<file path="config.mk">
export PLATFORM = sky130hd
export DESIGN_NAME = fbp_top
export DESIGN_NICKNAME = d
export VERILOG_FILES = /design/src/fbp_pkg.sv /design/src/fbp_top.sv
export SDC_FILE = /design/constraint.sdc
export NUM_CORES = 1
export LEC_CHECK = 0
export ABC_AREA = 1
export BUFFER_PORTS_ARGS = -buffer_cell sky130_fd_sc_hd__buf_2
export CAP_MARGIN = 20
export CORE_UTILIZATION = 35
export CTS_CLUSTER_SIZE = 24
export DETAILED_ROUTE_END_ITERATION = 6
export GPL_TIMING_DRIVEN = 0
export HOLD_SLACK_MARGIN = 0.03
export PLACE_DENSITY = 0.51
export SETUP_SLACK_MARGIN = 0.15
export SYNTH_ARGS = -nofsm -noshare
export SYNTH_HDL_FRONTEND = slang
export SYNTH_SLANG_ARGS = --single-unit
</file>
<file path="constraint.sdc">
create_clock -name i_sys_clk -period 8.8 [get_ports i_sys_clk]
set_input_delay 1.32 -clock i_sys_clk [delete_from_list [all_inputs] [get_ports i_sys_clk]]
set_output_delay 1.32 -clock i_sys_clk [all_outputs]
set_load 0.01 [all_outputs]
</file>
<file path="src/fbp_pkg.sv">
/*
  Shared constants and carrier types for the flash block-protection decoder:
  register offsets and field positions, command codes, region sizes, types.
  Assumes a 24-bit flash address space of which the low 20 bits map the array.
*/
`default_nettype none

package fbp_pkg;

  // ------------------------------------------------------------------
  // widths and sizes
  // ------------------------------------------------------------------
  localparam int             ADDR_W        = 24;
  localparam int             ARR_W         = 20;
  localparam int             NUM_LOCKS     = 46;
  localparam int             LOCK_LO_W     = 32;
  localparam int             LOCK_HI_W     = 14;
  localparam int             LOCKS_4K_EACH = 16;
  localparam logic [4:0]     HDR_LAST_BIT  = 5'h1F;
  localparam logic [2:0]     BYTE_LAST_BIT = 3'h7;

  localparam logic [20:0]    ARRAY_SIZE    = 21'h10_0000;
  localparam logic [20:0]    SIZE_32K      = 21'h00_8000;
  localparam logic [20:0]    SIZE_64K      = 21'h01_0000;
  localparam int             UNIT4K_SH     = 12;
  localparam int             UNIT64K_SH    = 16;
  localparam logic [19:0]    TOP_BLOCK_LO  = 20'hF_0000;
  localparam logic [19:0]    ARR_LAST      = 20'hF_FFFF;

  localparam logic [19:0]    PAGE_MASK     = 20'h0_00FF;
  localparam logic [19:0]    BLK4K_MASK    = 20'h0_0FFF;
  localparam logic [19:0]    BLK32K_MASK   = 20'h0_7FFF;
  localparam logic [19:0]    BLK64K_MASK   = 20'h0_FFFF;

  // ------------------------------------------------------------------
  // command codes
  // ------------------------------------------------------------------
  localparam logic [7:0]     OPC_PAGE_PROG = 8'h02;
  localparam logic [7:0]     OPC_ERASE_4K  = 8'h20;
  localparam logic [7:0]     OPC_ERASE_32K = 8'h52;
  localparam logic [7:0]     OPC_ERASE_64K = 8'hD8;

  // ------------------------------------------------------------------
  // register map (byte offsets) and fields
  // ------------------------------------------------------------------
  localparam logic [7:0]     REG_STATUS1   = 8'h00;
  localparam logic [7:0]     REG_STATUS2   = 8'h04;
  localparam logic [7:0]     REG_STATUS3   = 8'h08;
  localparam logic [7:0]     REG_LOCK_LO   = 8'h0C;
  localparam logic [7:0]     REG_LOCK_HI   = 8'h10;
  localparam logic [7:0]     REG_RESULT    = 8'h14;
  localparam logic [7:0]     REG_LAST_ADDR = 8'h18;

  localparam int             SR1_UNIT_BIT  = 6;
  localparam int             SR1_ANCHOR_BIT = 5;
  localparam int             SR1_EXT_LSB   = 2;
  localparam int             SR2_INV_BIT   = 6;
  localparam int             SR3_SCHEME_BIT = 2;
  localparam int             RES_REFUSED_BIT = 0;
  localparam int             RES_SEEN_BIT  = 1;
  localparam int             RES_OPC_LSB   = 8;

  localparam logic [45:0]    LOCK_RESET    = 46'h3FFF_FFFF_FFFF;

  // ------------------------------------------------------------------
  // types
  // ------------------------------------------------------------------
  typedef enum logic [1:0] {
    OPK_PROG = 2'h0,
    OPK_E4   = 2'h1,
    OPK_E32  = 2'h2,
    OPK_E64  = 2'h3
  } fbp_op_kind_t;

  typedef enum logic [4:0] {
    FS_IDLE  = 5'b00001,
    FS_HDR   = 5'b00010,
    FS_DATA  = 5'b00100,
    FS_ARMED = 5'b01000,
    FS_SKIP  = 5'b10000
  } fbp_fsm_t;

  typedef struct packed {
    logic       region_invert;
    logic       protect_scheme_select;
    logic       protect_unit_size;
    logic       region_anchor_bottom;
    logic [2:0] protect_extent;
  } fbp_prot_cfg_t;

  typedef struct packed {
    fbp_op_kind_t kind;
    logic [23:0]  addr;
  } fbp_erase_t;

  typedef struct packed {
    logic [23:0] addr;
    logic [7:0]  data;
  } fbp_prog_t;

endpackage

`default_nettype wire

</file>
<file path="src/fbp_top.sv">
/*
  Flash block-protection decoder: samples a mode-0/3 serial command link on
  the system clock, decodes page program and block erase headers, checks the
  target against the range scheme or the per-block lock bits, and issues
  program byte strobes or an erase start. Registers sit on an AHB-Lite slave.
  Assumes the link clock is far slower than i_sys_clk (at least 8 samples a bit).
*/
// Function
// [RULE1] erase blocks hold sixteen 256-byte pages; bits 7:0 address the byte
// [RULE2] page program 02h writes 1..256 bytes confined to one page
// [RULE3] scheme-select bit clear selects range-based protection
// [RULE4] scheme-select bit set uses per-block lock bits instead of range fields
// [RULE5] invert bit set complements the selected region
// [RULE6] unit-size bit picks 64 kB units when clear, 4 kB when set
// [RULE7] anchor bit clear anchors region at top, set anchors at zero
// [RULE8] three-bit extent field at status bits 4:2 sets region extent
// [RULE9] program or erase targeting a protected address is refused
// [RULE10] non-inverted extent zero protects nothing
// [RULE11] 64 kB top: extents 1-4 top 64..512 kB, 5-7 everything
// [RULE12] 64 kB bottom: extents 1-4 bottom 64..512 kB, 5-7 everything
// [RULE13] 4 kB top: extents 1-4 top 4..32 kB, 5 is 32 kB, 6-7 all
// [RULE14] 4 kB bottom: extents 1-4 bottom 4..32 kB, 5 is 32 kB, 6-7 all
// [RULE15] inverted 64 kB top: 0 all, 1-4 all but top part, 5-7 none
// [RULE16] inverted 64 kB bottom: 0 all, 1-4 all but bottom part, 5-7 none
// [RULE17] inverted 4 kB top: 1-4 all but top part, 5 like 4, 6-7 none
// [RULE18] inverted 4 kB bottom: 1-4 all but bottom part, 5 like 4, 6-7 none
// [RULE19] inverted 4 kB top, extents 1-3, 32 kB erase: protect up to 0F7FFF
// [RULE20] inverted 4 kB top, extents 1-5, 64 kB erase: protect up to 0EFFFF
// [RULE21] inverted 4 kB bottom, extents 1-3, 32 kB erase: protect from 008000
// [RULE22] inverted 4 kB bottom, extents 1-5, 64 kB erase: protect from 010000
// [RULE23] erase refused if any byte of its block is protected; array untouched
// [RULE24] decision uses full 24-bit address and current status before starting; the code checks only address bits 19:0
`timescale 1ns/1ps
`default_nettype none

module fbp_top
  import fbp_pkg::*;
(
  input  wire logic        i_sys_clk,
  input  wire logic        i_arst_n,
  input  wire logic        i_hsel,
  input  wire logic [31:0] i_haddr,
  input  wire logic [1:0]  i_htrans,
  input  wire logic        i_hwrite,
  input  wire logic [2:0]  i_hsize,
  input  wire logic [31:0] i_hwdata,
  input  wire logic        i_hready,
  output var  logic        o_hreadyout,
  output var  logic [31:0] o_hrdata,
  output var  logic        o_hresp,
  input  wire logic        i_spi_sck,
  input  wire logic        i_spi_cs_n,
  input  wire logic        i_spi_mosi,
  output var  logic        o_erase_start,
  output var  fbp_erase_t  o_erase_op,
  output var  logic        o_prog_strobe,
  output var  fbp_prog_t   o_prog_op,
  output var  logic        o_op_refused
);

  // ------------------------------------------------------------------
  // state
  // ------------------------------------------------------------------
  typedef struct packed {
    logic [2:0]    sck_s;
    logic [2:0]    cs_s;
    logic [2:0]    mosi_s;
    logic          sck_v;
    logic          cs_v;
    fbp_fsm_t      fs;
    logic [4:0]    bit_cnt;
    logic [31:0]   shift;
    fbp_op_kind_t  kind;
    logic [23:0]   addr;
    logic [7:0]    page_off;
    logic [2:0]    byte_bit;
    logic [7:0]    byte_sh;
    fbp_prot_cfg_t cfg;
    logic [45:0]   lock;
    logic          res_refused;
    logic          res_seen;
    logic [7:0]    last_opc;
    logic [23:0]   last_addr;
    logic          dp_wr;
    logic [7:0]    dp_addr;
    logic          ready;
    logic [31:0]   hrdata;
    logic          erase_go;
    fbp_erase_t    erase_op;
    logic          prog_go;
    fbp_prog_t     prog_op;
    logic          refused;
  } fbp_state_t;

  fbp_state_t q;
  fbp_state_t nx;
  logic [1:0] rst_ff;
  logic       rst_n;

  // ------------------------------------------------------------------
  // decoding helpers
  // ------------------------------------------------------------------
  function automatic logic [19:0] op_mask(input fbp_op_kind_t k);
    unique case (k)
      OPK_PROG: op_mask = PAGE_MASK; // [RULE1]
      OPK_E4:   op_mask = BLK4K_MASK;
      OPK_E32:  op_mask = BLK32K_MASK;
      OPK_E64:  op_mask = BLK64K_MASK;
    endcase
  endfunction

  // range scheme: protected interval intersected with the op's block
  function automatic logic range_hit(input fbp_prot_cfg_t c, input fbp_op_kind_t k,
                                     input logic [19:0] lo, input logic [19:0] hi);
    logic [20:0] sz;
    logic        sel_none;
    logic        sel_all;
    logic [20:0] plo;
    logic [20:0] phi;
    logic        pnone;
    sz       = '0;
    sel_none = 1'b0;
    sel_all  = 1'b0;
    unique case (c.protect_extent) // [RULE8]
      3'h0: sel_none = 1'b1; // [RULE10]
      3'h1, 3'h2, 3'h3, 3'h4: begin
        sz = (21'h1 << (c.protect_extent - 3'h1))
             << (c.protect_unit_size ? UNIT4K_SH : UNIT64K_SH); // [RULE6]
      end
      3'h5: begin
        if (c.protect_unit_size) begin
          sz = SIZE_32K; // [RULE13] [RULE14] [RULE17] [RULE18]
        end else begin
          sel_all = 1'b1; // [RULE11] [RULE12]
        end
      end
      default: sel_all = 1'b1;
    endcase
    // inverted fine-unit cases widen for large erases
    if (c.region_invert && c.protect_unit_size && k == OPK_E32 &&
        c.protect_extent >= 3'h1 && c.protect_extent <= 3'h3) begin
      sz = SIZE_32K; // [RULE19] [RULE21]
    end
    if (c.region_invert && c.protect_unit_size && k == OPK_E64 &&
        c.protect_extent >= 3'h1 && c.protect_extent <= 3'h5) begin
      sz = SIZE_64K; // [RULE20] [RULE22]
    end
    pnone = 1'b0;
    plo   = '0;
    phi   = {1'b0, ARR_LAST};
    if (!c.region_invert) begin
      if (sel_none) begin
        pnone = 1'b1;
      end else if (!sel_all) begin
        if (c.region_anchor_bottom) begin // [RULE7]
          phi = sz - 21'h1; // [RULE12] [RULE14]
        end else begin
          plo = ARRAY_SIZE - sz; // [RULE11] [RULE13]
        end
      end
    end else begin // [RULE5]
      if (sel_all) begin
        pnone = 1'b1; // [RULE15] [RULE16] [RULE17] [RULE18]
      end else if (!sel_none) begin
        if (c.region_anchor_bottom) begin
          plo = sz; // [RULE16] [RULE18]
        end else begin
          phi = ARRAY_SIZE - sz - 21'h1; // [RULE15] [RULE17]
        end
      end
    end
    range_hit = !pnone && ({1'b0, lo} <= phi) && ({1'b0, hi} >= plo); // [RULE23]
  endfunction

  // lock scheme: 16 fine locks in each end block, one per middle 64 kB block
  function automatic logic lock_hit(input logic [45:0] lk,
                                    input logic [19:0] lo, input logic [19:0] hi);
    logic [19:0] blo;
    logic [19:0] bhi;
    lock_hit = 1'b0;
    for (int i = 0; i < NUM_LOCKS; i++) begin
      if (i < LOCKS_4K_EACH) begin
        blo = 20'(i) << UNIT4K_SH;
        bhi = blo | BLK4K_MASK;
      end else if (i < 2 * LOCKS_4K_EACH) begin
        blo = TOP_BLOCK_LO | (20'(i - LOCKS_4K_EACH) << UNIT4K_SH);
        bhi = blo | BLK4K_MASK;
      end else begin
        blo = 20'(i - 2 * LOCKS_4K_EACH + 1) << UNIT64K_SH;
        bhi = blo | BLK64K_MASK;
      end
      if (lk[i] && lo <= bhi && hi >= blo) begin
        lock_hit = 1'b1; // [RULE4]
      end
    end
  endfunction

  function automatic logic [31:0] rd_mux(input fbp_state_t s, input logic [7:0] a);
    unique case (a)
      REG_STATUS1: begin
        rd_mux = (32'(s.cfg.protect_unit_size) << SR1_UNIT_BIT)
               | (32'(s.cfg.region_anchor_bottom) << SR1_ANCHOR_BIT)
               | (32'(s.cfg.protect_extent) << SR1_EXT_LSB);
      end
      REG_STATUS2:   rd_mux = 32'(s.cfg.region_invert) << SR2_INV_BIT;
      REG_STATUS3:   rd_mux = 32'(s.cfg.protect_scheme_select) << SR3_SCHEME_BIT;
      REG_LOCK_LO:   rd_mux = s.lock[31:0];
      REG_LOCK_HI:   rd_mux = 32'(s.lock[45:32]);
      REG_RESULT: begin
        rd_mux = (32'(s.res_refused) << RES_REFUSED_BIT)
               | (32'(s.res_seen) << RES_SEEN_BIT)
               | (32'(s.last_opc) << RES_OPC_LSB);
      end
      REG_LAST_ADDR: rd_mux = 32'(s.last_addr);
      default:       rd_mux = 32'h0000_0000;
    endcase
  endfunction

  // ------------------------------------------------------------------
  // next state
  // ------------------------------------------------------------------
  always_comb begin
    logic         sck_n;
    logic         cs_n;
    logic         mosi_n;
    logic         rise;
    fbp_fsm_t     cur;
    logic [31:0]  w;
    logic         is_op;
    fbp_op_kind_t k;
    logic [19:0]  lo;
    logic [19:0]  hi;
    logic         hit;
    sck_n    = 1'b0;
    cs_n     = 1'b1;
    mosi_n   = 1'b0;
    rise     = 1'b0;
    cur      = FS_IDLE;
    w        = '0;
    is_op    = 1'b0;
    k        = OPK_PROG;
    lo       = '0;
    hi       = '0;
    hit      = 1'b0;
    nx          = q;
    nx.erase_go = 1'b0;
    nx.prog_go  = 1'b0;
    nx.refused  = 1'b0;

    // register writes land in the data phase
    if (q.dp_wr) begin
      unique case (q.dp_addr)
        REG_STATUS1: begin
          nx.cfg.protect_unit_size    = i_hwdata[SR1_UNIT_BIT];
          nx.cfg.region_anchor_bottom = i_hwdata[SR1_ANCHOR_BIT];
          nx.cfg.protect_extent       = i_hwdata[SR1_EXT_LSB +: 3];
        end
        REG_STATUS2: nx.cfg.region_invert = i_hwdata[SR2_INV_BIT];
        REG_STATUS3: nx.cfg.protect_scheme_select = i_hwdata[SR3_SCHEME_BIT];
        REG_LOCK_LO: nx.lock[31:0] = i_hwdata;
        REG_LOCK_HI: nx.lock[45:32] = i_hwdata[LOCK_HI_W-1:0];
        REG_RESULT: begin
          if (i_hwdata[RES_REFUSED_BIT]) begin
            nx.res_refused = 1'b0;
          end
          if (i_hwdata[RES_SEEN_BIT]) begin
            nx.res_seen = 1'b0;
          end
        end
        default: begin
        end
      endcase
    end

    // link pins: three stages, an sck or cs_n change counts once stages 2 and 3 agree; mosi is taken from stage 3
    nx.sck_s  = {q.sck_s[1:0], i_spi_sck};
    nx.cs_s   = {q.cs_s[1:0], i_spi_cs_n};
    nx.mosi_s = {q.mosi_s[1:0], i_spi_mosi};
    sck_n  = (q.sck_s[1] == q.sck_s[2]) ? q.sck_s[2] : q.sck_v;
    cs_n   = (q.cs_s[1] == q.cs_s[2]) ? q.cs_s[2] : q.cs_v;
    mosi_n = q.mosi_s[2];
    nx.sck_v = sck_n;
    nx.cs_v  = cs_n;
    rise     = sck_n & ~q.sck_v;

    if (cs_n) begin
      // erase only starts on a clean frame end with exactly the header
      if (q.fs == FS_ARMED) begin
        nx.erase_go      = 1'b1; // [RULE23]
        nx.erase_op.kind = q.kind;
        nx.erase_op.addr = q.addr;
      end
      nx.fs      = FS_IDLE;
      nx.bit_cnt = '0;
    end else begin
      cur   = (q.fs == FS_IDLE) ? FS_HDR : q.fs;
      nx.fs = cur;
      if (rise) begin
        unique case (cur)
          FS_HDR: begin
            w          = {q.shift[30:0], mosi_n};
            nx.shift   = w;
            nx.bit_cnt = q.bit_cnt + 5'h1;
            if (q.bit_cnt == HDR_LAST_BIT) begin
              is_op = 1'b1;
              unique case (w[31:24])
                OPC_PAGE_PROG: k = OPK_PROG;
                OPC_ERASE_4K:  k = OPK_E4;
                OPC_ERASE_32K: k = OPK_E32;
                OPC_ERASE_64K: k = OPK_E64;
                default:       is_op = 1'b0;
              endcase
              // array is 1 MB; upper address bits alias
              lo  = w[ARR_W-1:0] & ~op_mask(k);
              hi  = w[ARR_W-1:0] | op_mask(k);
              hit = q.cfg.protect_scheme_select ? lock_hit(q.lock, lo, hi)
                                                : range_hit(q.cfg, k, lo, hi); // [RULE3] [RULE24]
              nx.fs = FS_SKIP;
              if (is_op) begin
                nx.kind      = k;
                nx.addr      = w[23:0];
                nx.last_opc  = w[31:24];
                nx.last_addr = w[23:0];
                nx.res_seen  = 1'b1;
                if (hit) begin
                  nx.refused     = 1'b1; // [RULE9]
                  nx.res_refused = 1'b1;
                end else if (k == OPK_PROG) begin
                  nx.fs       = FS_DATA;
                  nx.page_off = w[7:0];
                  nx.byte_bit = '0;
                end else begin
                  nx.fs = FS_ARMED;
                end
              end
            end
          end
          FS_DATA: begin
            nx.byte_sh  = {q.byte_sh[6:0], mosi_n};
            nx.byte_bit = q.byte_bit + 3'h1;
            if (q.byte_bit == BYTE_LAST_BIT) begin
              nx.prog_go      = 1'b1;
              nx.prog_op.addr = {q.addr[23:8], q.page_off}; // [RULE1]
              nx.prog_op.data = {q.byte_sh[6:0], mosi_n};
              // offset wraps, so bytes never leave the page
              nx.page_off     = q.page_off + 8'h01; // [RULE2]
            end
          end
          FS_ARMED: nx.fs = FS_SKIP;
          FS_SKIP:  nx.fs = FS_SKIP;
        endcase
      end
    end

    // address phase; reads see this cycle's writes and flag updates
    nx.dp_wr   = i_hsel & i_htrans[1] & i_hwrite & i_hready;
    nx.dp_addr = i_haddr[7:0];
    if (i_hsel & i_htrans[1] & ~i_hwrite & i_hready) begin
      nx.hrdata = rd_mux(nx, i_haddr[7:0]);
    end
    nx.ready = 1'b1;
  end

  // ------------------------------------------------------------------
  // registers
  // ------------------------------------------------------------------
  always_ff @(posedge i_sys_clk or negedge i_arst_n) begin
    if (!i_arst_n) begin
      rst_ff <= 2'h0;
    end else begin
      rst_ff <= {rst_ff[0], 1'b1};
    end
  end
  assign rst_n = rst_ff[1];

  always_ff @(posedge i_sys_clk or negedge rst_n) begin
    if (!rst_n) begin
      q       <= '0;
      q.cs_s  <= 3'h7;
      q.cs_v  <= 1'b1;
      q.fs    <= FS_IDLE;
      q.lock  <= LOCK_RESET;
      q.ready <= 1'b1;
    end else begin
      q <= nx;
    end
  end

  assign o_hreadyout   = q.ready;
  assign o_hrdata      = q.hrdata;
  assign o_hresp       = 1'b0;
  assign o_erase_start = q.erase_go;
  assign o_erase_op    = q.erase_op;
  assign o_prog_strobe = q.prog_go;
  assign o_prog_op     = q.prog_op;
  assign o_op_refused  = q.refused;

endmodule

`default_nettype wire

</file>
After elaboration in Yosys (flattened, before gate mapping)
Index checks and enable logic that the tools add are counted.
- add/subtract/negate cells: 7
- multipliers: 0
- divide/modulo/power cells: 0
- order comparisons: 97
- eq/ne operators: 38
- shift operators: 2
- mux-type cells: 527
- bitwise gates (word level): 16
- reductions and logical operators: 121
- operators with widths (operator ; count):
    20-bit 2-to-1 mux ; 372
    20-bit greater-or-equal comparator ; 46
    20-bit <= comparator ; 46
    21-bit 2-to-1 mux ; 28
    34-bit 2-to-1 mux ; 7
    32-bit one-hot mux with 7 select lines ; 1
    1-bit logical AND ; 101
    87-bit 2-to-1 mux ; 1
    1-bit 2-to-1 mux ; 84
    20-bit one-hot mux with 4 select lines ; 1
    37-bit 2-to-1 mux ; 2
    33-bit 2-to-1 mux ; 2
    63-bit 2-to-1 mux ; 1
    55-bit 2-to-1 mux ; 1
    27-bit 2-to-1 mux ; 2
    21-bit one-hot mux with 2 select lines ; 1
    21-bit by 1-bit subtractor with 21-bit output (second input constant) ; 2
    8-bit by 5-bit equality test with 1-bit output (second input constant) ; 5
    8-bit by 4-bit equality test with 1-bit output (second input constant) ; 4
    32-bit 2-to-1 mux ; 1
    5-bit 2-to-1 mux ; 6
    11-bit 2-to-1 mux ; 2
    11-bit one-hot mux with 2 select lines ; 1
    20-bit by 21-bit greater-or-equal comparator with 1-bit output ; 1
    60 further kinds ; 90
- register bits: 289
- latch bits: 0
- RAM bits: 0
- bits in read-only memories: 0
- bits of input ports: 77
- output and inout port bits: 95
- logic and storage cells: 842
- memories: 0

Depth between registers and ports, before layout
- depth after elaboration: 77
- mapped depth: 39
- depth with buffers taken out: 39

Worst setup path after synthesis
No wires, ideal clock.
- kind: register to register
- from: register q[183] (netlist bit)
- to: register q[203] (netlist bit)
- library setup time: 0.117 ns
- data arrival time: 3.346 ns
- data required time: 8.683 ns
- path slack: 5.336 ns
- cell stages (with the launch flop): 34
- buffers on the path: 0
- clock period less this slack: 3.464 ns
- cell sequence: dfrtp_1 inv_1 nand2_2 inv_1 ha_1 nand2_1 nor2_1 inv_1 nor2_1 nand3_2 nand2_2 nor2_8 inv_2 nor2_1 xor2_1 inv_1 a22oi_1 ha_1 nand2_1 nor2_1 a211oi_1 nand2_1 nand2_1 nand2_1 nand2_1 nand2_1 nand2_1 a21oi_2 nand2_2 nand4_4 nand2_4 nand2_2 nand2_1 nand2_1
- word-level cells in the longest chain between the ends: 26
- elaborated cells on any way between the ends: 75
- classes of those cells: 4 x add/sub; 5 x order compare; 6 x eq/ne; 2 x shift; 47 x mux; 11 x reduce/logical
- RTL lines (element ; RTL line ; RTL):
    start: declaration ; fbp_top.sv:95 ; fbp_state_t q;
    start signal: assignment ; fbp_top.sv:385 ; q <= nx;
    3-bit by 1-bit subtractor with 3-bit output ; fbp_top.sv:127 ; sz = (21'h1 << (c.protect_extent - 3'h1))
    1-bit by 3-bit << shifter with 21-bit output ; fbp_top.sv:127 ;
    21-bit by 5-bit << shifter with 21-bit output ; fbp_top.sv:127 ;
    21-bit one-hot mux with 2 select lines ; fbp_top.sv:124 ; unique case (c.protect_extent)
    21-bit 2-to-1 mux ; fbp_top.sv:140 ; if (c.region_invert && c.protect_unit_size && k == OPK_E32 &&
    21-bit 2-to-1 mux ; fbp_top.sv:144 ; if (c.region_invert && c.protect_unit_size && k == OPK_E64 &&
    21-bit 2-to-1 mux ; fbp_top.sv:304 ; if (q.bit_cnt == HDR_LAST_BIT) begin
    21-bit 2-to-1 mux ; fbp_top.sv:299 ; unique case (cur)
    [... 10 more ...] ; - ;
    21-bit 2-to-1 mux ; fbp_top.sv:298 ; if (rise) begin
    21-bit 2-to-1 mux ; fbp_top.sv:286 ; if (cs_n) begin
    20-bit by 21-bit <= comparator with 1-bit output ; fbp_top.sv:172 ; range_hit = !pnone && ({1'b0, lo} <= phi) && ({1'b0, hi} >= plo);
    1-bit logical AND ; fbp_top.sv:172 ;
    1-bit logical AND (*) ; fbp_top.sv:172 ;
    1-bit 2-to-1 mux (*) ; fbp_top.sv:316 ; hit = q.cfg.protect_scheme_select ? lock_hit(q.lock, lo, hi)
    2-bit inequality test (no line) (*) ; - ;
    8-bit AND reduction (no line) (*) ; - ;
Mark *: on every way between the ends. The rest lies on a longest branch, timed or not. The select of a mux whose other input is x is not followed.
A chain may end at the register's enable or synchronous reset.

==> reports/qor.csv <==
stage,metric,value,unit
run_status,status,completed,
power_and_ir_drop,Peak VDD IR,0.137,mV
clock_network,worst skew pair latency,0.56,ns
die,row count,73,
logic_synthesis,ys async rst share,1.00,
place,I/O Buffers,141,
die,die height,205,um
clock_network,"Hold-fix buffers, CTS",0,
finish,share of cells above drive strength 1,0.228,
global_route,initial antenna violation count,1,
drt,drt wl/cell,18.1,um
worst_setup_path,Critical Path RT,9.24,ns
worst_setup_path,crit path DAT,4.81,ns
worst_setup_path,crit path max fanout,7,
job,maxcap violations,0,
drt,Via Count,11900,
logic_synthesis,mux share of post-synthesis cell area,0.0125,
worst_setup_path,critical path capture point type,flop,
logic_synthesis,"EDFF count, synth",0,
logic_synthesis,Simple-Gate Fraction of Synth Area,0.215,
logic_synthesis,synth unique cells,54,
clock_network,Max H-tree Level,2,
power_and_ir_drop,Leak,8.80,nW
logic_synthesis,prevailing post-synth register cell,dfrtp_1,
finish,# diodes,0,
power_and_ir_drop,pwr/cell area,212,nW/um^2
logic_synthesis,sequential-to-total area share from yosys stat,0.504,
logic_synthesis,largest family of logic cells by synthesized area,simple AND/OR/NAND/NOR gates,
global_route,Total GRT Usage,0.217,
logic_synthesis,Mean Syn Cell Area,8.53,um^2
logic_synthesis,Synth Area in Compound Gates,0.123,
global_route,largest net degree at the start of global routing,71,
drt,drt drc,0,
timing,Slew Limit Fails,0,
place,GPL Wtd Cong,0.918,
clock_network,CTS tree,done,
finish,"Area growth, synth to finish",18.7,%
clock_network,clock slew at reported path FFs,0.06,ns
timing,fin crit share,0.497,
finish,most frequent cells in the layout,"nand2_1, dfrtp_1, inv_1, buf_2, o21ai_0",
die,# IOs,172,
timing,fmax,0.229,GHz
timing,Clock Skews,0.0235,ns
global_route,first-pass GRT wire length,69400,um
drt,DR pass1 iterations,7,
drt,Vias/cell,4.90,
place,post-DP HPWL,33900,um
finish,"most common cell after layout, fill and taps aside",nand2_1,
worst_setup_path,"most used cell, CP",nand2_1,
die,starting density of the core,0.359,
place,Post-Place Worst Slack,4.45,ns
logic_synthesis,area share of the largest cell type after synthesis,0.411,
clock_network,clk sink count,287,
logic_synthesis,xor/xnor cell area share of the yosys netlist,0.00426,
worst_setup_path,"slowest stage delay, CP",0.40,ns
logic_synthesis,Mapped Cells,1685,
worst_setup_path,crit path kind,flop to flop,
worst_setup_path,Startpoint Class,flop,
worst_setup_path,"reg-to-reg slack, setup",4.43,ns
timing,Hold Fails Final Rpt,0,
global_route,vias in the first global route,12000,
global_route,Overflow after GRT,0,
logic_synthesis,post-synthesis adder-cell area fraction,0.0285,
timing,Tmin final,4.37,ns
drt,initial DRC count,746,
timing,Setup Viol. Count Final,0,
worst_setup_path,"Slowest-stage cell, CP",dfrtp_1,
worst_hold_path,Hold/Removal Path Class,flop to asynchronous set/reset pin,
drt,DRT Wirelength,43900,um
clock_network,TritonCTS buffer count,35,
logic_synthesis,Synth area leaders,"dfrtp_1, nand2_1, dfstp_2",
logic_synthesis,Syn. warnings,0,
logic_synthesis,synthesized area,14400,um^2
die,Die X,205,um
drt,DRT antenna net count,0,
die,core area,40100,um^2
timing,PnR worst setup slack,4.43,ns
finish,nets,1983,
logic_synthesis,cell taking the most area after synthesis,dfrtp_1,
clock_network,total setup buffers inserted after CTS,0,
clock_network,Clock Root Buffer,clkbuf_16,
timing,Worst Tran Pin Value,0.976,ns
timing,Hold Slack,0.262,ns
clock_network,Max Root-Sink Buffers,3,
timing,Slew headroom,0.344,
logic_synthesis,Yosys reg bits,287,
clock_network,post-cts sizing count,0,
timing,RSZ-0062 raised after global routing,false,
die,die area,41900,um^2
## state kept, by name, summed over array words and instances, names as in the netlist
register and count:
q 186, o_hrdata 32, o_prog_op 32, o_erase_op 26
nx 6, rst_ff 2, o_erase_start 1, o_op_refused 1
o_prog_strobe 1
## critical path, delay by kind of cell (launching register included)
kind,cells,cell delay (ns)
AOI/OAI and AO/OA,4,0.69
xor gates and xnor gates,1,0.20
adders and majority gates,2,0.55
buffers and inverters,4,0.40
DFF,1,0.40
and+or+nand+nor,22,2.03
## metrics by stage
step                setup TNS [ns]  cells  total power, mW  area (um^2)   util
global route                     0   2426             3.81        17100  0.426
floorplan                        0   1690             1.96        14400      -
finish                           0   2426             3.62        17100  0.426
CTS                              0   2426             3.65        17100  0.426
detailed placement               0   2362             2.19        15900  0.397
global placement           -793.49   2356             2.17        15800  0.393
## cells in the mapped netlist (29+ instances only)
cell type / number
o21ai_1: 29
clkbuf_1: 36
dfstp_2: 51
nor2_1: 126
inv_1: 163
ha_1: 32
o21ai_0: 144
dfrtp_1: 236
nand3_1: 88
a21oi_1: 50
buf_4: 92
nand2_1: 408
## worst paths after layout
check | startpoint | to | cells past startpoint
max in group asynchronous | rst_ff[1] | q[179] | 3
hold reg to reg | rst_ff[1] | q[281] | 0
min in group i_sys_clk | nx[281] | q[281] | 0
setup reg to reg | q[183] | o_hrdata[0] | 33
hold / removal | rst_ff[1] | q[281] | 0
setup / recovery | q[183] | o_hrdata[0] | 33
## layout make-up
| cell class | instances | area, um^2 |
|---|---|---|
| Multi-Input combinational cell | 1078 | 5550 |
| Timing Repair Buffer | 147 | 843 |
| Clock buffer | 55 | 1040 |
| Tap cell | 525 | 657 |
| Clock inverter | 9 | 115 |
| Fill cell | 4062 | 23000 |
| Buffer | 146 | 931 |
| Inverter | 179 | 674 |
| Sequential cell | 287 | 7250 |
## layer usage
metal	track usage	part of all wire	vias up
met2	0.340	0.45	353
met5	0	0.00030	-
met4	0.0728	0.030	2
met3	0.0476	0.061	74
li1	-	-	5828
met1	0.297	0.46	5624
## cell families (layout without fill, tap and decap cells)
family	after synthesis	in the layout
xor gates and xnor gates	7	7
muxes	16	16
DFF	287	287
other	2	7
AOI/OAI and AO/OA	308	308
adders and majority gates	33	33
and+or+nand+nor	707	707
buffers and inverters	325	536
## power by group
group	switching (mW)	internal (mW)
Combinational	0.487	0.206
Sequential	0.0759	1.41
Clock	0.589	0.851
(Power assumes the default switching activity.)
